--- src/bifc_map.svh ---
// Constants for the branch, interrupt and flag control block
`ifndef BIFC_MAP_SVH
`define BIFC_MAP_SVH

// Flag image bit positions, flag-save layout
`define BIFC_CF 0
`define BIFC_PF 2
`define BIFC_AF 4
`define BIFC_ZF 6
`define BIFC_SF 7
`define BIFC_TF 8
`define BIFC_IF 9
`define BIFC_DF 10
`define BIFC_OF 11

// Status bits that the arithmetic unit may write
`define BIFC_ALU_MASK 16'h08d5

// Reset values
`define BIFC_FLAGS_RST 16'h0000
`define BIFC_IP_RST 16'h0000
`define BIFC_CS_RST 16'h0000
`define BIFC_SP_RST 16'h0000
`define BIFC_COUNT_RST 16'h0000

// Stack step, vector table layout and fixed vector types
`define BIFC_STK_STEP 16'h0002
`define BIFC_VEC_CS_OFS 16'h0002
`define BIFC_CNT_STEP 16'h0001
`define BIFC_BRK_TYPE 8'h03
`define BIFC_OVF_TYPE 8'h04
`define BIFC_NMI_TYPE 8'h02

`endif

--- src/bifc_pkg.sv ---
// Types for the branch, interrupt and flag control block
package bifc_pkg;

  typedef enum logic [4:0] {
    OP_NOP, OP_JCC, OP_LOOP, OP_LOOPE, OP_LOOPNE, OP_JUMP_COUNT_ZERO,
    OP_INT, OP_INT3, OP_INTO, OP_VECTOR_RETURN_INSTR,
    OP_CLC, OP_CMC, OP_STC, OP_CLD, OP_STD, OP_CLI, OP_STI,
    OP_HLT, OP_WAIT, OP_ESC, OP_LOCK
  } bifc_op_t;

  typedef enum logic [3:0] {
    C_A, C_AE, C_B, C_BE, C_E, C_NE, C_G, C_GE,
    C_L, C_LE, C_O, C_NO, C_P, C_NP, C_S, C_NS
  } bifc_cond_t;

  typedef enum logic [3:0] {
    ST_IDLE = 4'h0, ST_PSH_FL = 4'h1, ST_PSH_CS = 4'h3, ST_RD_CS = 4'h2,
    ST_PSH_IP = 4'h6, ST_RD_IP = 4'h7, ST_POP_IP = 4'h5, ST_POP_CS = 4'h4,
    ST_POP_FL = 4'hc, ST_INTA = 4'hd, ST_HALT = 4'hf, ST_WAIT = 4'he
  } bifc_state_t;

endpackage

--- src/bifc_mem_if.sv ---
// Request path between the control sequencer and the memory engine
`timescale 1ns/1ps
`default_nettype none
interface bifc_mem_if;
  logic start;
  logic we;
  logic space;
  logic [15:0] addr;
  logic [15:0] wdata;
  logic [15:0] rdata;
  logic busy;
  logic done;
  modport ctl (output start, output we, output space, output addr, output wdata,
    input rdata, input busy, input done);
  modport eng (input start, input we, input space, input addr, input wdata,
    output rdata, output busy, output done);
endinterface
`default_nettype wire

--- src/bifc_cond.sv ---
// Flag condition evaluator for short conditional jumps
`timescale 1ns/1ps
`default_nettype none
`include "bifc_map.svh"
module bifc_cond
  import bifc_pkg::*;
(
  input wire logic [15:0] flags,
  input wire bifc_cond_t cond,
  output logic taken
);
  logic cf;
  logic zf;
  logic sf;
  logic of;
  logic pf;
  logic lt;

  always_comb
  begin
    cf = flags[`BIFC_CF];
    zf = flags[`BIFC_ZF];
    sf = flags[`BIFC_SF];
    of = flags[`BIFC_OF];
    pf = flags[`BIFC_PF];
    lt = sf ^ of;
    unique case (cond)
      C_A: taken = !(cf | zf);
      C_AE: taken = !cf;
      C_B: taken = cf;
      C_BE: taken = cf | zf;
      C_G: taken = !(lt | zf);
      C_GE: taken = !lt;
      C_L: taken = lt;
      C_LE: taken = lt | zf;
      C_E: taken = zf;
      C_NE: taken = !zf;
      C_O: taken = of;
      C_NO: taken = !of;
      C_P: taken = pf;
      C_NP: taken = !pf;
      C_S: taken = sf;
      C_NS: taken = !sf;
    endcase
  end
endmodule
`default_nettype wire

--- src/bifc_mem.sv ---
// Memory engine: one word read or write per start, held until acknowledge
`timescale 1ns/1ps
`default_nettype none
module bifc_mem (
  input wire logic clk,
  input wire logic rst_n,
  bifc_mem_if.eng mif,
  output logic mem_req,
  output logic mem_we,
  output logic mem_space,
  output logic [15:0] mem_addr,
  output logic [15:0] mem_wdata,
  input wire logic [15:0] mem_rdata,
  input wire logic mem_ack
);
  logic req_q, req_d, we_q, we_d, space_q, space_d;
  logic [15:0] addr_q, addr_d, wdata_q, wdata_d;

  always_comb
  begin
    req_d = req_q;
    we_d = we_q;
    space_d = space_q;
    addr_d = addr_q;
    wdata_d = wdata_q;
    if (req_q && mem_ack)
      req_d = 1'b0;
    else if (!req_q && mif.start)
    begin
      req_d = 1'b1;
      we_d = mif.we;
      space_d = mif.space;
      addr_d = mif.addr;
      wdata_d = mif.wdata;
    end
  end

  always_ff @(posedge clk or negedge rst_n)
  begin
    if (!rst_n)
    begin
      req_q <= 1'b0;
      we_q <= 1'b0;
      space_q <= 1'b0;
      addr_q <= 16'h0000;
      wdata_q <= 16'h0000;
    end
    else
    begin
      req_q <= req_d;
      we_q <= we_d;
      space_q <= space_d;
      addr_q <= addr_d;
      wdata_q <= wdata_d;
    end
  end

  assign mif.busy = req_q;
  assign mif.done = req_q && mem_ack;
  assign mif.rdata = mem_rdata;
  assign mem_req = req_q;
  assign mem_we = we_q;
  assign mem_space = space_q;
  assign mem_addr = addr_q;
  assign mem_wdata = wdata_q;
endmodule
`default_nettype wire

--- src/bifc_top.sv ---
// Branch, interrupt entry/return and flag control sequencer
`timescale 1ns/1ps
`default_nettype none
`include "bifc_map.svh"
module bifc_top
  import bifc_pkg::*;
(
  input wire logic clk,
  input wire logic arst_n,
  input wire logic instr_valid,
  input wire bifc_op_t instr_op,
  input wire bifc_cond_t instr_cond,
  input wire logic [7:0] instr_disp,
  input wire logic [7:0] instr_imm,
  input wire logic [15:0] instr_next_ip,
  output logic instr_ready,
  input wire logic alu_flags_we,
  input wire logic [15:0] alu_flags,
  input wire logic count_we,
  input wire logic [15:0] count_in,
  input wire logic sp_we,
  input wire logic [15:0] sp_in,
  input wire logic nmi_req,
  input wire logic maskable_request_line,
  output logic inta_cycle,
  input wire logic inta_ack,
  input wire logic [7:0] inta_type,
  input wire logic test_n,
  output logic halted,
  output logic waiting,
  output logic bus_lock,
  output logic esc_strobe,
  output logic [5:0] coprocessor_handoff,
  output logic [15:0] instruction_pointer,
  output logic [15:0] code_segment,
  output logic [15:0] stack_pointer,
  output logic [15:0] flags,
  output logic [15:0] count_register,
  output logic mem_req,
  output logic mem_we,
  output logic mem_space,
  output logic [15:0] mem_addr,
  output logic [15:0] mem_wdata,
  input wire logic [15:0] mem_rdata,
  input wire logic mem_ack
);
  logic rst_s1_q, rst_n;
  bifc_state_t state_q, state_d;
  logic [15:0] flags_q, flags_d, ip_q, ip_d, cs_q, cs_d, sp_q, sp_d, count_q, count_d;
  logic [7:0] vtype_q, vtype_d;
  logic shadow_q, shadow_d, nmi_pend_q, nmi_pend_d, nmi_prev_q;
  logic lock_q, lock_d, lock_used_q, lock_used_d, esc_q, esc_d;
  logic [5:0] esc_op_q, esc_op_d;
  logic ready_q, halted_q, waiting_q, inta_q;
  logic accept, cond_taken;
  logic [15:0] disp_ext, br_tgt, count_dec, sp_dec, vec_base;
  bifc_mem_if mif ();

  always_ff @(posedge clk or negedge arst_n)
  begin
    if (!arst_n)
    begin
      rst_s1_q <= 1'b0;
      rst_n <= 1'b0;
    end
    else
    begin
      rst_s1_q <= 1'b1;
      rst_n <= rst_s1_q;
    end
  end

  bifc_cond u_cond (
    .flags(flags_q),
    .cond(instr_cond),
    .taken(cond_taken)
  );

  bifc_mem u_mem (
    .clk(clk),
    .rst_n(rst_n),
    .mif(mif),
    .mem_req(mem_req),
    .mem_we(mem_we),
    .mem_space(mem_space),
    .mem_addr(mem_addr),
    .mem_wdata(mem_wdata),
    .mem_rdata(mem_rdata),
    .mem_ack(mem_ack)
  );

  assign accept = instr_valid && ready_q;
  assign disp_ext = {{8{instr_disp[7]}}, instr_disp};
  assign br_tgt = instr_next_ip + disp_ext;
  assign count_dec = count_q - `BIFC_CNT_STEP;
  assign sp_dec = sp_q - `BIFC_STK_STEP;
  assign vec_base = {6'h00, vtype_q, 2'h0};

  always_comb
  begin
    state_d = state_q;
    flags_d = flags_q;
    ip_d = ip_q;
    cs_d = cs_q;
    sp_d = sp_q;
    count_d = count_q;
    vtype_d = vtype_q;
    shadow_d = shadow_q;
    nmi_pend_d = nmi_pend_q;
    lock_d = lock_q;
    lock_used_d = lock_used_q;
    esc_d = 1'b0;
    esc_op_d = esc_op_q;
    mif.start = 1'b0;
    mif.we = 1'b0;
    mif.space = 1'b0;
    mif.addr = 16'h0000;
    mif.wdata = 16'h0000;
    if (alu_flags_we)
      flags_d = (flags_q & ~`BIFC_ALU_MASK) | (alu_flags & `BIFC_ALU_MASK);
    if (count_we)
      count_d = count_in;
    if (sp_we)
      sp_d = sp_in;
    unique case (state_q)
      ST_IDLE:
        if (accept)
        begin
          ip_d = instr_next_ip;
          shadow_d = 1'b0;
          if (lock_q)
            lock_used_d = 1'b1;
          unique case (instr_op)
            OP_JCC: if (cond_taken) ip_d = br_tgt;
            OP_LOOP:
            begin
              count_d = count_dec;
              if (count_dec != 16'h0000) ip_d = br_tgt;
            end
            OP_LOOPE:
            begin
              count_d = count_dec;
              if (count_dec != 16'h0000 && flags_q[`BIFC_ZF]) ip_d = br_tgt;
            end
            OP_LOOPNE:
            begin
              count_d = count_dec;
              if (count_dec != 16'h0000 && !flags_q[`BIFC_ZF]) ip_d = br_tgt;
            end
            OP_JUMP_COUNT_ZERO: if (count_q == 16'h0000) ip_d = br_tgt;
            OP_INT:
            begin
              vtype_d = instr_imm;
              state_d = ST_PSH_FL;
            end
            OP_INT3:
            begin
              vtype_d = `BIFC_BRK_TYPE;
              state_d = ST_PSH_FL;
            end
            OP_INTO:
              if (flags_q[`BIFC_OF])
              begin
                vtype_d = `BIFC_OVF_TYPE;
                state_d = ST_PSH_FL;
              end
            OP_VECTOR_RETURN_INSTR: state_d = ST_POP_IP;
            OP_CLC: flags_d[`BIFC_CF] = 1'b0;
            OP_CMC: flags_d[`BIFC_CF] = !flags_q[`BIFC_CF];
            OP_STC: flags_d[`BIFC_CF] = 1'b1;
            OP_CLD: flags_d[`BIFC_DF] = 1'b0;
            OP_STD: flags_d[`BIFC_DF] = 1'b1;
            OP_CLI: flags_d[`BIFC_IF] = 1'b0;
            OP_STI:
            begin
              flags_d[`BIFC_IF] = 1'b1;
              shadow_d = 1'b1;
            end
            OP_HLT: state_d = ST_HALT;
            OP_WAIT: state_d = ST_WAIT;
            OP_ESC:
            begin
              esc_d = 1'b1;
              esc_op_d = instr_imm[5:0];
            end
            OP_LOCK:
            begin
              lock_d = 1'b1;
              lock_used_d = 1'b0;
            end
            default: ;
          endcase
        end
        else if (nmi_pend_q)
        begin
          nmi_pend_d = 1'b0;
          vtype_d = `BIFC_NMI_TYPE;
          state_d = ST_PSH_FL;
        end
        else if (maskable_request_line && flags_q[`BIFC_IF] && !shadow_q)
          state_d = ST_INTA;
      ST_PSH_FL:
      begin
        mif.start = !mif.busy;
        mif.we = 1'b1;
        mif.addr = sp_dec;
        mif.wdata = flags_q;
        if (mif.done)
        begin
          sp_d = sp_dec;
          flags_d[`BIFC_TF] = 1'b0;
          flags_d[`BIFC_IF] = 1'b0;
          state_d = ST_PSH_CS;
        end
      end
      ST_PSH_CS:
      begin
        mif.start = !mif.busy;
        mif.we = 1'b1;
        mif.addr = sp_dec;
        mif.wdata = cs_q;
        if (mif.done)
        begin
          sp_d = sp_dec;
          state_d = ST_RD_CS;
        end
      end
      ST_RD_CS:
      begin
        mif.start = !mif.busy;
        mif.space = 1'b1;
        mif.addr = vec_base + `BIFC_VEC_CS_OFS;
        if (mif.done)
        begin
          cs_d = mif.rdata;
          state_d = ST_PSH_IP;
        end
      end
      ST_PSH_IP:
      begin
        mif.start = !mif.busy;
        mif.we = 1'b1;
        mif.addr = sp_dec;
        mif.wdata = ip_q;
        if (mif.done)
        begin
          sp_d = sp_dec;
          state_d = ST_RD_IP;
        end
      end
      ST_RD_IP:
      begin
        mif.start = !mif.busy;
        mif.space = 1'b1;
        mif.addr = vec_base;
        if (mif.done)
        begin
          ip_d = mif.rdata;
          state_d = ST_IDLE;
        end
      end
      ST_POP_IP, ST_POP_CS, ST_POP_FL:
      begin
        mif.start = !mif.busy;
        mif.addr = sp_q;
        if (mif.done)
        begin
          sp_d = sp_q + `BIFC_STK_STEP;
          if (state_q == ST_POP_IP)
          begin
            ip_d = mif.rdata;
            state_d = ST_POP_CS;
          end
          else if (state_q == ST_POP_CS)
          begin
            cs_d = mif.rdata;
            state_d = ST_POP_FL;
          end
          else
          begin
            flags_d = mif.rdata;
            state_d = ST_IDLE;
          end
        end
      end
      ST_INTA:
        if (inta_ack)
        begin
          vtype_d = inta_type;
          state_d = ST_PSH_FL;
        end
      ST_HALT:
        if (nmi_pend_q || (maskable_request_line && flags_q[`BIFC_IF]))
          state_d = ST_IDLE;
      ST_WAIT:
        if (!test_n)
          state_d = ST_IDLE;
      default: state_d = ST_IDLE;
    endcase
    // A new edge on the non-maskable line wins over the clear above
    if (nmi_req && !nmi_prev_q)
      nmi_pend_d = 1'b1;
    if (lock_used_q && state_d == ST_IDLE)
    begin
      lock_d = 1'b0;
      lock_used_d = 1'b0;
    end
  end

  always_ff @(posedge clk or negedge rst_n)
  begin
    if (!rst_n)
    begin
      state_q <= ST_IDLE;
      flags_q <= `BIFC_FLAGS_RST;
      ip_q <= `BIFC_IP_RST;
      cs_q <= `BIFC_CS_RST;
      sp_q <= `BIFC_SP_RST;
      count_q <= `BIFC_COUNT_RST;
      vtype_q <= 8'h00;
      shadow_q <= 1'b0;
      nmi_pend_q <= 1'b0;
      nmi_prev_q <= 1'b0;
      lock_q <= 1'b0;
      lock_used_q <= 1'b0;
      esc_q <= 1'b0;
      esc_op_q <= 6'h00;
      ready_q <= 1'b0;
      halted_q <= 1'b0;
      waiting_q <= 1'b0;
      inta_q <= 1'b0;
    end
    else
    begin
      state_q <= state_d;
      flags_q <= flags_d;
      ip_q <= ip_d;
      cs_q <= cs_d;
      sp_q <= sp_d;
      count_q <= count_d;
      vtype_q <= vtype_d;
      shadow_q <= shadow_d;
      nmi_pend_q <= nmi_pend_d;
      nmi_prev_q <= nmi_req;
      lock_q <= lock_d;
      lock_used_q <= lock_used_d;
      esc_q <= esc_d;
      esc_op_q <= esc_op_d;
      ready_q <= state_d == ST_IDLE;
      halted_q <= state_d == ST_HALT;
      waiting_q <= state_d == ST_WAIT;
      inta_q <= state_d == ST_INTA;
    end
  end

  assign instr_ready = ready_q;
  assign inta_cycle = inta_q;
  assign halted = halted_q;
  assign waiting = waiting_q;
  assign bus_lock = lock_q;
  assign esc_strobe = esc_q;
  assign coprocessor_handoff = esc_op_q;
  assign instruction_pointer = ip_q;
  assign code_segment = cs_q;
  assign stack_pointer = sp_q;
  assign flags = flags_q;
  assign count_register = count_q;

  property p_above_taken;
    @(posedge clk) disable iff (!rst_n)
    accept && instr_op == OP_JCC && instr_cond == C_A && !flags_q[`BIFC_CF]
      && !flags_q[`BIFC_ZF] |=> ip_q == $past(br_tgt);
  endproperty
  a_above_taken: assert property (p_above_taken) else $error("above jump not taken");

  property p_greater_false;
    @(posedge clk) disable iff (!rst_n)
    accept && instr_op == OP_JCC && instr_cond == C_G
      && ((flags_q[`BIFC_SF] ^ flags_q[`BIFC_OF]) || flags_q[`BIFC_ZF])
      |=> ip_q == $past(instr_next_ip);
  endproperty
  a_greater_false: assert property (p_greater_false) else $error("greater jump wrongly taken");

  property p_parity_even;
    @(posedge clk) disable iff (!rst_n)
    accept && instr_op == OP_JCC && instr_cond == C_P && flags_q[`BIFC_PF]
      |=> ip_q == $past(br_tgt);
  endproperty
  a_parity_even: assert property (p_parity_even) else $error("parity jump not taken");

  property p_loope;
    @(posedge clk) disable iff (!rst_n)
    accept && instr_op == OP_LOOPE |=> count_q == $past(count_dec)
      && ip_q == (($past(count_dec) != 16'h0000 && $past(flags_q[`BIFC_ZF]))
      ? $past(br_tgt) : $past(instr_next_ip));
  endproperty
  a_loope: assert property (p_loope) else $error("loop while equal wrong");

  property p_soft_no_ack;
    @(posedge clk) disable iff (!rst_n)
    accept && (instr_op == OP_INT || instr_op == OP_INT3) |=> !inta_q [*4];
  endproperty
  a_soft_no_ack: assert property (p_soft_no_ack) else $error("acknowledge on soft entry");

  property p_flag_push;
    @(posedge clk) disable iff (!rst_n)
    state_q == ST_PSH_FL && mif.start |=> mem_we && mem_wdata == $past(flags_q)
      && mem_addr == $past(sp_q) - `BIFC_STK_STEP;
  endproperty
  a_flag_push: assert property (p_flag_push) else $error("flag image push wrong");

  property p_vec_ip;
    @(posedge clk) disable iff (!rst_n)
    state_q == ST_RD_IP && mif.start |=> mem_space && mem_addr == {6'h00, vtype_q, 2'h0};
  endproperty
  a_vec_ip: assert property (p_vec_ip) else $error("vector address wrong");

  property p_into_clear;
    @(posedge clk) disable iff (!rst_n)
    accept && instr_op == OP_INTO && !flags_q[`BIFC_OF] |=> state_q == ST_IDLE ##1 !mem_req;
  endproperty
  a_into_clear: assert property (p_into_clear) else $error("overflow trap without overflow");

  property p_clc;
    @(posedge clk) disable iff (!rst_n)
    accept && instr_op == OP_CLC && !alu_flags_we
      |=> flags_q == ($past(flags_q) & ~(16'h0001 << `BIFC_CF));
  endproperty
  a_clc: assert property (p_clc) else $error("carry clear touched other flags");

  property p_halt_nmi;
    @(posedge clk) disable iff (!rst_n)
    state_q == ST_HALT && nmi_pend_q |=> !halted_q;
  endproperty
  a_halt_nmi: assert property (p_halt_nmi) else $error("halt not left on nmi");

  c_soft_entry: cover property (@(posedge clk) disable iff (!rst_n)
    accept && instr_op == OP_INT ##[1:40] state_q == ST_RD_IP && mif.done);
  c_return: cover property (@(posedge clk) disable iff (!rst_n)
    state_q == ST_POP_FL && mif.done);
  c_maskable: cover property (@(posedge clk) disable iff (!rst_n) inta_q && inta_ack);
endmodule
`default_nettype wire

--- config.mk ---
export PLATFORM = sky130hd
export DESIGN_NAME = bifc_top
export DESIGN_NICKNAME = d
export VERILOG_FILES = /design/src/bifc_pkg.sv /design/src/bifc_mem_if.sv /design/src/bifc_cond.sv /design/src/bifc_mem.sv /design/src/bifc_top.sv
export VERILOG_INCLUDE_DIRS = /design/src /design/src/src
export SDC_FILE = /design/constraint.sdc
export NUM_CORES = 1
export LEC_CHECK = 0
export BUFFER_PORTS_ARGS = -buffer_cell sky130_fd_sc_hd__buf_2
export CORE_MARGIN = 1
export CORE_UTILIZATION = 36
export CTS_CLUSTER_SIZE = 10
export DETAILED_ROUTE_END_ITERATION = 8
export PLACE_DENSITY = 0.66
export SETUP_SLACK_MARGIN = 0.2
export SLEW_MARGIN = 40
export SYNTH_ARGS = -nofsm -noshare
export SYNTH_HDL_FRONTEND = slang
export SYNTH_SLANG_ARGS = --single-unit
--- constraint.sdc ---
create_clock -name clk -period 4.5 [get_ports clk]
set_clock_uncertainty 0.2 [all_clocks]
set_input_delay 0.225 -clock clk [delete_from_list [all_inputs] [get_ports clk]]
set_output_delay 0.225 -clock clk [all_outputs]
set_load 0.01 [all_outputs]
==> out/summary.txt, run 1 <==
vias in the first global route = 8784
CP arrival = 3.64 ns
min Tclk post-route = 3.57 ns
top_reg_cell synth = dfrtp_1
post-CTS setup buffers = 0
Final HPWL DP = 21600 um
Crit Path Category = flop to flop
maxcap violations = 0
syn nets = 1174
fill count = 2312
Slew headroom = 0.413
Synth area leaders = dfrtp_1 40%, o21ai_0 5.1%, nand2_1 5.0%, a21oi_1 4.8%, mux2_2 3.9%
# IOs = 251
Max VDD drop = 0.255 mV
RSZ-0062 raised after global routing = false
Worst Max-Slew Pin Slew = 0.874 ns
Final Cycle Share = 0.794
Met2 Routed Length = 14300 um
Die Height = 160 um
Synth cell types = 78
largest net degree at the start of global routing = 83
Clk pwr share = 0.220
clk root buf = clkbuf_16
global-route wire length before repair = 47400 um
CTS clk-pin slew, worst paths = 0.06 ns
Critical Path Fanout Max = 19
Worst-Skew Late Latency = 0.43 ns
effective utilization at floorplan = 0.369
most common cell in the netlist = dfrtp_1
YS warnings = 0
pwr dens = 553 mW/mm^2
initial antenna violation count = 7
Vias = 9240
total track usage = 0.233
met3 WL post-DR = 2040 um
Slew Viols, Final = 0
Total Die Area = 0.0257 mm^2
H-tree depth = 4
max frequency = 0.280 GHz
area leader, netlist = dfrtp_1
FFs w/ async S/R, synth = 1.00
Core Box Area = 0.0245 mm^2
WL per Instance = 18.1 um
nets = 1468
Final Util = 0.491
clock sinks = 145
register area share after synthesis = 0.402
DRT met1 WL = 13000 um
synth cell count leaders = 145 x dfrtp_1, 119 x nand2_1, 91 x o21ai_0
Post-Syn Instances = 1029
Via-to-Cell Ratio = 5.55
DRC viols = 0
GRT overflow = 0
Netlist Area Pre-Place = 0.00901 mm^2
maximum clock path buffer count = 2
syn_area_per_cell = 8.76 um^2
setup violators final = 0
Die Wd = 160 um
crit start category = flop
drt first pass iters = 5
Comb power frac = 0.431
crit end category = flop
setup tns final = 0 ns
PortBufs = 240
Synth top area share = 0.402
share of cells above drive strength 1 = 0.252
sequential power share = 0.349
GPL Wtd Cong = 0.897
EDFF count, synth = 0
cts bufs inserted = 17
status = completed
post-route ant nets = 0
TritonCTS clock tree = built
number of DRC markers in iteration 0 = 813
DR top layer = met5
routed wire length = 30200 um
NetSw = 0.00289 W
Yosys reg bits = 145
Area Overhead vs Synth = 33.3%
Static Leak = 5.41 nW
row count = 57
worst min-delay path class = input port to flop
Fin. Hold Viols = 0
Sw Share = 0.435
Pint = 0.00375 W
CP required = 4.57 ns
[through the flow]
step           cells  hold WS, ns  setup WS [ns]  total power (W)  cell area [um^2]
2_1_floorplan   1029       -0.271           1.83          0.00402              9020
3_3_place_gp    1538       -0.188           1.38          0.00503             10500
6_report        1664       0.0168          0.928          0.00665             12000
3_5_place_dp    1539       -0.187           1.32          0.00510             10500
4_1_cts         1660     0.000973          0.864          0.00665             12000
5_1_grt         1663       0.0146          0.628          0.00709             12000
[area by class of cell]
class	instances	area, um^2	area share
clock inverters	15	175	0.0146
diodes	4	10.0	0.000833
clock buffers	17	425	0.0354
inverters	23	86.3	0.00719
repair buffers	343	2220	0.185
well taps	324	405	0.0337
multi-input cells	793	5060	0.421
flip-flops and latches	145	3630	0.302
[logic make-up (layout without fill, tap and decap cells)]
| group | count (synthesis) | in the layout | share of synthesized area |
|---|---|---|---|
| AOI/OAI and AO/OA | 316 | 316 | 0.221 |
| xor gates and xnor gates | 34 | 34 | 0.0330 |
| adders and majority gates | 21 | 21 | 0.0300 |
| buffers and inverters | 91 | 398 | 0.0407 |
| DFF | 145 | 145 | 0.402 |
| muxes | 64 | 64 | 0.0754 |
| other | 1 | 5 | 0.000416 |
| and+or+nand+nor | 357 | 357 | 0.198 |
[worst max-delay path, stage by stage (launching register included)]
cell and delay (ns):
dfrtp_1 0.74, nand2_1 0.35, nor2_1 0.70, nor2_1 0.18, o31ai_1 0.18, nor2_1 0.20
a22oi_1 0.20, dlygate4sd3_1 0.60, a21oi_1 0.07
[repair_timing]
| action | 4_1_cts | 5_1_grt |
|---|---|---|
| hold endpoints to repair | 95 | 0 |
| resized for setup | 0 | 0 |
| hold buffers | 89 | 0 |
[layer usage]
| layer | up-vias | track usage |
|---|---|---|
| met5 | - | 0 |
| met4 | 4 | 0.0775 |
| met3 | 55 | 0.0527 |
| met2 | 391 | 0.379 |
| met1 | 4398 | 0.305 |
| li1 | 4392 | - |
[final timing paths]
kind / cells after the start / slack, ns / endpoint / startpoint
setup / recovery: 8 / 0.93 / vtype_q[7] / state_q[3]
hold / removal: 3 / 0.02 / instruction_pointer[8] / instr_next_ip[8]
setup reg to reg: 8 / 0.93 / vtype_q[7] / state_q[3]
hold reg to reg: 0 / 0.03 / u_mem.mem_addr[15] / rst_n
max in group asynchronous: 1 / 3.28 / count_register[2] / rst_n
min in group asynchronous: 0 / 0.03 / u_mem.mem_addr[15] / rst_n
[sequential cells by signal, summed over array words and instances, names as in the netlist, 4 cells and up]
| register | count |
|---|---|
| code_segment | 16 |
| coprocessor_handoff | 6 |
| count_register | 16 |
| flags | 16 |
| instruction_pointer | 16 |
| stack_pointer | 16 |
| state_q | 4 |
| u_mem.mem_addr | 16 |
| u_mem.mem_wdata | 16 |
| vtype_q | 8 |
[power groups by stage]
stage / sequential [W] / combinational, W / clock (W)
after floorplan: 0.00229 / 0.00173 / 0
final: 0.00232 / 0.00286 / 0.00146
after global placement: 0.00232 / 0.00271 / 0
after detailed placement: 0.00233 / 0.00277 / 0
after CTS: 0.00231 / 0.00286 / 0.00148
after global routing: 0.00239 / 0.00316 / 0.00154
[cell usage in the layout (no fill, tap or decap), drive strengths merged, types with 10 or more instances in the layout]
cell,instances
o22ai,22
nor3,36
inv,29
mux2i,33
nor2b,10
dlygate4sd3,89
ha,20
clkbuf,17
xnor2,18
a21oi,87
o21ai,101
nand3,33
or3,15
mux2,31
buf,254
nand2b,14
dfrtp,145
xor2,16
a31oi,10
nand2,119
nor2,75
a222oi,21
and3,15
No activity file was read; power rests on OpenSTA's default activity.
==> run 2: changes to the inputs <==
--- a/config.mk
+++ b/config.mk
@@ -6,12 +6,13 @@
 export SDC_FILE = /design/constraint.sdc
 export NUM_CORES = 1
 export LEC_CHECK = 0
+export ABC_AREA = 1
 export BUFFER_PORTS_ARGS = -buffer_cell sky130_fd_sc_hd__buf_2
 export CORE_MARGIN = 1
 export CORE_UTILIZATION = 36
 export CTS_CLUSTER_SIZE = 10
 export DETAILED_ROUTE_END_ITERATION = 8
-export PLACE_DENSITY = 0.66
+export PLACE_DENSITY = 0.64
 export SETUP_SLACK_MARGIN = 0.2
 export SLEW_MARGIN = 40
 export SYNTH_ARGS = -nofsm -noshare
==> constraint.sdc (replaced) <==
create_clock -name clk -period 3 [get_ports clk]
set_clock_uncertainty 0.2 [all_clocks]
set_input_delay 0.15 -clock clk [delete_from_list [all_inputs] [get_ports clk]]
set_output_delay 0.15 -clock clk [all_outputs]
set_load 0.01 [all_outputs]
==> run 2 against run 1 <==
Compared with the run above:
- flip-flop and latch count stayed put
- design area is 22% higher
- first-iteration DRC count is 47% higher
- register-to-register slack worse by 0.67 ns
- global-route usage is 2.7 points higher
- sequential share of layout area is 5.3 points lower
- hold slack better by 0.012 ns
- critical endpoint is now instruction_pointer[7]
- largest cell class unchanged
==> out/summary.txt, run 2 <==
status = completed
FFs w/ async S/R, synth = 1.00
met3 WL post-DR = 2960 um
Critical Path Fanout Max = 7
total track usage = 0.260
Slew Viols, Final = 0
Core Box Area = 0.0297 mm^2
Pint = 0.00610 W
most frequent cells in the layout = 446 x nand2_1, 241 x buf_2, 196 x nor2_1, 180 x inv_1, 138 x dfrtp_1
Synth area leaders = dfrtp_1 33%, nand2_1 16%, nor2_1 7.0%, inv_1 6.4%, o21ai_0 6.2%
clk root buf = clkbuf_16
Non-Filler Instances = 2420
GRT overflow = 0
Worst Max-Slew Pin Slew = 0.612 ns
Clk pwr share = 0.209
Slowest-stage cell, CP = dfrtp_2
DR top layer = met5
number of DRC markers in iteration 0 = 1196
Die Height = 176 um
Via-to-Cell Ratio = 5.19
syn nets = 1810
Max VDD drop = 0.405 mV
GPL Wtd Cong = 0.957
Netlist Area Pre-Place = 0.0109 mm^2
commonest non-fill, non-tap cell in the layout = nand2_1
crit start category = flop
hold endpoint = instruction_pointer[2]
pwr dens = 767 mW/mm^2
row count = 63
most common cell in the netlist = nand2_1
Static Leak = 7.46 nW
number of cells on the worst reg-to-reg path = 18
nets = 2160
syn_area_per_cell = 6.56 um^2
Slew headroom = 0.591
YS warnings = 0
max frequency = 0.365 GHz
setup violators final = 0
Total Die Area = 0.0311 mm^2
CP arrival = 2.85 ns
Crit Path Category = flop to flop
PortBufs = 240
min Tclk post-route = 2.74 ns
Worst-Skew Late Latency = 0.43 ns
area leader, netlist = dfrtp_1
CP peak stage delay = 0.45 ns
Vias = 12600
top_reg_cell synth = dfrtp_1
DRT met1 WL = 17700 um
maxcap violations = 0
worst-path cell chain = nor2_1, nand2_2, nor2_4, nand2_1, nand2_1, nand2_2, clkinv_4, nand2_4, nor2_4, nand3_4, buf_12, clkbuf_16, nand4_1, nand2_1, nor2_1, nand2_1, nand2_1, a21oi_2
FF-to-FF setup slack = 0.26 ns
EDFF count, synth = 0
Synth cell types = 61
Fin. Hold Viols = 0
CTS clk-pin slew, worst paths = 0.07 ns
maximum clock path buffer count = 2
crit end category = flop
routed wire length = 41000 um
# IOs = 251
RSZ-0062 raised after global routing = true
post-route ant nets = 0
WL per Instance = 17.0 um
synth cell count leaders = 465 x nand2_1, 205 x nor2_1, 187 x inv_1
Synth top area share = 0.332
drt first pass iters = 5
Comb power frac = 0.490
clock sinks = 145
Hold Startpoint = instr_next_ip[2]
reg2reg end = instruction_pointer[7]
Post-Place Cells = 2283
TritonCTS clock tree = built
cell mode on critical path = nand2_1
NetSw = 0.00511 W
hold depth = 5
DRC viols = 0
worst min-delay path class = input port to flop
register area share after synthesis = 0.332
vias in the first global route = 11800
R2R Path Start = count_register[5]
Die Wd = 176 um
Sw Share = 0.456
Met2 Routed Length = 19300 um
Yosys reg bits = 145
effective utilization at floorplan = 0.368
Final HPWL DP = 30400 um
setup tns final = 0 ns
largest net degree at the start of global routing = 56
H-tree depth = 4
Post-Syn Instances = 1665
sequential power share = 0.300
Area Overhead vs Synth = 33.8%
CP required = 3.11 ns
Final Cycle Share = 0.913
global-route wire length before repair = 63100 um
share of cells above drive strength 1 = 0.225
initial antenna violation count = 4
cts bufs inserted = 17
## run 2: cell count changes after synthesis, moves of 20 or more
cell      before  now
nand2_1      119  465
inv_1         23  187
nor2_1        74  205
nand3_1       33  114
o21ai_0       91  135
mux2i_1       33    2
clkbuf_1      57   28
mux2_2        31    3
a222oi_1      21    0
nor3_1        34   14
## run 2: layer usage
layer	track usage	up-vias
li1	-	6148
met1	0.339	5842
met2	0.429	498
met3	0.0489	70
met4	0.0880	4
met5	0	-
## run 2: how the worst max path moves through the flow
stage / start / to / slack [ns] / cells after the start
finish: count_register[5] / instruction_pointer[7] / 0.26 / 18
floorplan: rst_n / bus_lock / 0.39 / 0
global placement: count_register[0] / instruction_pointer[14] / 0.17 / 17
CTS: count_register[0] / instruction_pointer[14] / 0.21 / 19
global route: count_register[5] / instruction_pointer[3] / 0.12 / 19
detailed placement: count_register[0] / instruction_pointer[14] / 0.14 / 17
## run 2: worst max-delay path: cells and delay by family (launching register included)
kind,cells,cell delay (ns)
simple gates,14,1.46
compound gates,1,0.06
flops,1,0.45
buf+inv,3,0.44
## run 2: cell families (layout without fill, tap and decap cells)
logic type | count (synthesis) | in the layout | synth area share
flip-flops | 145 | 145 | 0.332
other | 1 | 3 | 0.000343
AND/OR/NAND/NOR | 864 | 865 | 0.335
AO/OA/AOI/OAI | 343 | 343 | 0.185
multiplexers | 5 | 5 | 0.00492
adder cells (fa/ha/maj) | 21 | 21 | 0.0247
buffers and inverters | 262 | 624 | 0.0980
XOR/XNOR | 24 | 24 | 0.0192
## run 2: area by class of cell
| class | count | area (um^2) |
|---|---|---|
| timing repair buffer | 388 | 2640 |
| sequential | 145 | 3640 |
| antenna | 2 | 5.00 |
| clock inverter | 14 | 204 |
| clock buffer | 18 | 439 |
| tap | 390 | 488 |
| multi-input combinational | 1259 | 6420 |
| fill | 3028 | 15100 |
| timing repair inverter | 1 | 5.00 |
| inverter | 203 | 773 |
## run 2: through the flow
step / hold WS (ns) / power, W / setup slack [ns] / cell area [um^2] / utilization
5_1_grt: 0.0477 / 0.0120 / 0.123 / 14600 / 0.492
2_1_floorplan: -0.346 / 0.00658 / 0.394 / 10900 / -
4_1_cts: 0.0110 / 0.0111 / 0.207 / 14200 / 0.479
3_5_place_dp: -0.263 / 0.00863 / 0.143 / 12700 / 0.428
6_report: 0.0286 / 0.0112 / 0.261 / 14600 / 0.492
3_3_place_gp: -0.263 / 0.00854 / 0.165 / 12700 / 0.428
## run 2: power by group through the flow
stage	Clock [W]	Sequential [W]	Combinational [W]
after floorplan	0	0.00344	0.00314
after global placement	0	0.00335	0.00519
after detailed placement	0	0.00336	0.00527
after CTS	0.00240	0.00333	0.00539
after global routing	0.00247	0.00345	0.00609
final	0.00235	0.00337	0.00550
## run 2: what timing repair did
action,CTS,global route
cloned,0,4
setup buffers,1,14
endpoints found under the setup margin,12,23
pin swaps,1,32
hold buffers,84,0
hold endpoints to repair,101,0
resized for setup,3,64
==> run 3: changes to the inputs <==
--- a/config.mk
+++ b/config.mk
@@ -12,7 +12,7 @@
 export CORE_UTILIZATION = 36
 export CTS_CLUSTER_SIZE = 10
 export DETAILED_ROUTE_END_ITERATION = 8
-export PLACE_DENSITY = 0.64
+export PLACE_DENSITY = 0.62
 export SETUP_SLACK_MARGIN = 0.2
 export SLEW_MARGIN = 40
 export SYNTH_ARGS = -nofsm -noshare
==> constraint.sdc (replaced) <==
create_clock -name clk -period 3.5 [get_ports clk]
set_clock_uncertainty 0.2 [all_clocks]
set_input_delay 0.175 -clock clk [delete_from_list [all_inputs] [get_ports clk]]
set_output_delay 0.175 -clock clk [all_outputs]
set_load 0.01 [all_outputs]
==> run 3 against run 2 <==
Compared with the run above:
- die area stayed put
- design area is 3.8% lower
- flip-flop and latch count stayed put
- register-to-register slack improved by 0.14 ns
- cell count down 1.4%
==> out/summary.txt, run 3 (synthesis gave the netlist of run 2 again) <==
Vias = 12300
drt first pass iters = 5
Total Die Area = 0.0311 mm^2
Critical Path Fanout Max = 14
Area Overhead vs Synth = 28.7%
worst min-delay path class = flop to async pin
Critical Path Sink = instruction_pointer[8]
largest net degree at the start of global routing = 56
Clk pwr share = 0.204
FF-to-FF setup slack = 0.40 ns
effective utilization at floorplan = 0.368
initial antenna violation count = 4
PortBufs = 240
RSZ-0062 raised after global routing = false
clock sinks = 145
CP arrival = 3.20 ns
nets = 2125
pwr dens = 661 mW/mm^2
Worst Slack Setup Final = 0.404 ns
pre-CTS setup slack = 0.326 ns
Slew Viols, Final = 0
GPL Wtd Cong = 0.934
Worst-Skew Late Latency = 0.44 ns
Hold WS = 0.0162 ns
number of cells on the worst reg-to-reg path = 17
number of DRC markers in iteration 0 = 1180
routed wire length = 39300 um
cts bufs inserted = 17
Comb power frac = 0.488
Final Util = 0.473
Die Wd = 176 um
post-route ant nets = 0
Final Cycle Share = 0.885
Sw Share = 0.465
CTS clk-pin slew, worst paths = 0.08 ns
row count = 63
commonest non-fill, non-tap cell in the layout = nand2_1
Fin. Hold Viols = 0
Core Box Area = 0.0297 mm^2
most frequent cells in the layout = 464 x nand2_1, 241 x buf_2, 205 x nor2_1, 186 x inv_1, 144 x dfrtp_1
GRT overflow = 0
# IOs = 251
Static Leak = 7.22 nW
R2R Path Start = count_register[1]
Max VDD drop = 0.375 mV
max frequency = 0.323 GHz
reg2reg end = instruction_pointer[8]
total track usage = 0.252
vias in the first global route = 11500
Worst Max-Slew Pin Slew = 0.713 ns
H-tree depth = 4
maxcap violations = 0
global-route wire length before repair = 61200 um
WL per Instance = 16.5 um
maximum clock path buffer count = 2
CP required = 3.60 ns
crit start category = flop
share of cells above drive strength 1 = 0.190
Crit Path Category = flop to flop
sequential power share = 0.308
min Tclk post-route = 3.10 ns
Die Height = 176 um
NetSw = 0.00432 W
status = completed
setup violators final = 0
Via-to-Cell Ratio = 5.17
critical path startpoint = count_register[1]
TritonCTS clock tree = built
Slew headroom = 0.524
DRC viols = 0
Pint = 0.00498 W
setup tns final = 0 ns
clk root buf = clkbuf_16
Final HPWL DP = 29700 um
crit end category = flop
[run 3: repair_timing]
| action | CTS | global route |
|---|---|---|
| gates resized for setup | 0 | 5 |
| hold endpoints to repair | 100 | 0 |
| endpoints found under the setup margin | 0 | 16 |
| hold buffers | 79 | 0 |
| buffers inserted | 0 | 2 |
[run 3: cell type report]
cell class                      count  area [um^2]
Fill cell                        3088        15600
Multi-Input combinational cell   1259         6270
Timing Repair Buffer              354         2300
Inverter                          203          771
Sequential cell                   145         3630
Clock buffer                       17          425
Clock inverter                     15          175
Tap cell                          390          488
Antenna cell                        2         5.00
[run 3: worst min-delay path by stage]
stage | slack, ns | start | end
floorplan | -0.32 | arst_n | rst_n
global placement | -0.24 | arst_n | rst_s1_q
detailed placement | -0.23 | arst_n | rst_s1_q
CTS | 0.005 | instr_next_ip[12] | instruction_pointer[12]
global route | 0.04 | rst_n | u_mem.mem_addr[10]
finish | 0.02 | rst_n | u_mem.mem_addr[10]
[run 3: critical path: stages, from the launching register on]
cell and delay, ns:
dfrtp_1 0.42, inv_1 0.16, ha_2 0.32, nand2_2 0.13, nor2_4 0.14, nor2_1 0.06, nor2_2 0.12, nand3_1 0.09
nor2_2 0.29, nand3_4 0.11, buf_12 0.17, buf_4 0.19, nand3_1 0.16, nor2_1 0.06, nor2_1 0.10, nand3_1 0.07
nand2_1 0.10, a21oi_2 0.06
[run 3: through the flow]
stage               power [W]  instance area [um^2]  std cells
floorplan             0.00564                 10900       1665
CTS                   0.00929                 14000       2379
finish                0.00930                 14100       2385
global placement      0.00722                 12600       2267
global route           0.0100                 14100       2383
detailed placement    0.00730                 12600       2268
[run 3: routing by layer]
| layer | wire length (um) | track usage | share of wire | up-vias |
|---|---|---|---|---|
| met5 | 27 | 0 | 0.00069 | - |
| met4 | 1010 | 0.0837 | 0.026 | 4 |
| met3 | 2860 | 0.0431 | 0.073 | 64 |
| met2 | 18500 | 0.420 | 0.47 | 469 |
| met1 | 16900 | 0.328 | 0.43 | 5704 |
| li1 | - | - | - | 6081 |
[run 3: power groups by stage]
stage	clock network [W]	registers [W]	logic [W]
after floorplan	0	0.00295	0.00269
after CTS	0.00193	0.00286	0.00450
after global placement	0	0.00288	0.00434
after detailed placement	0	0.00289	0.00441
after global routing	0.00200	0.00293	0.00507
final	0.00190	0.00286	0.00454
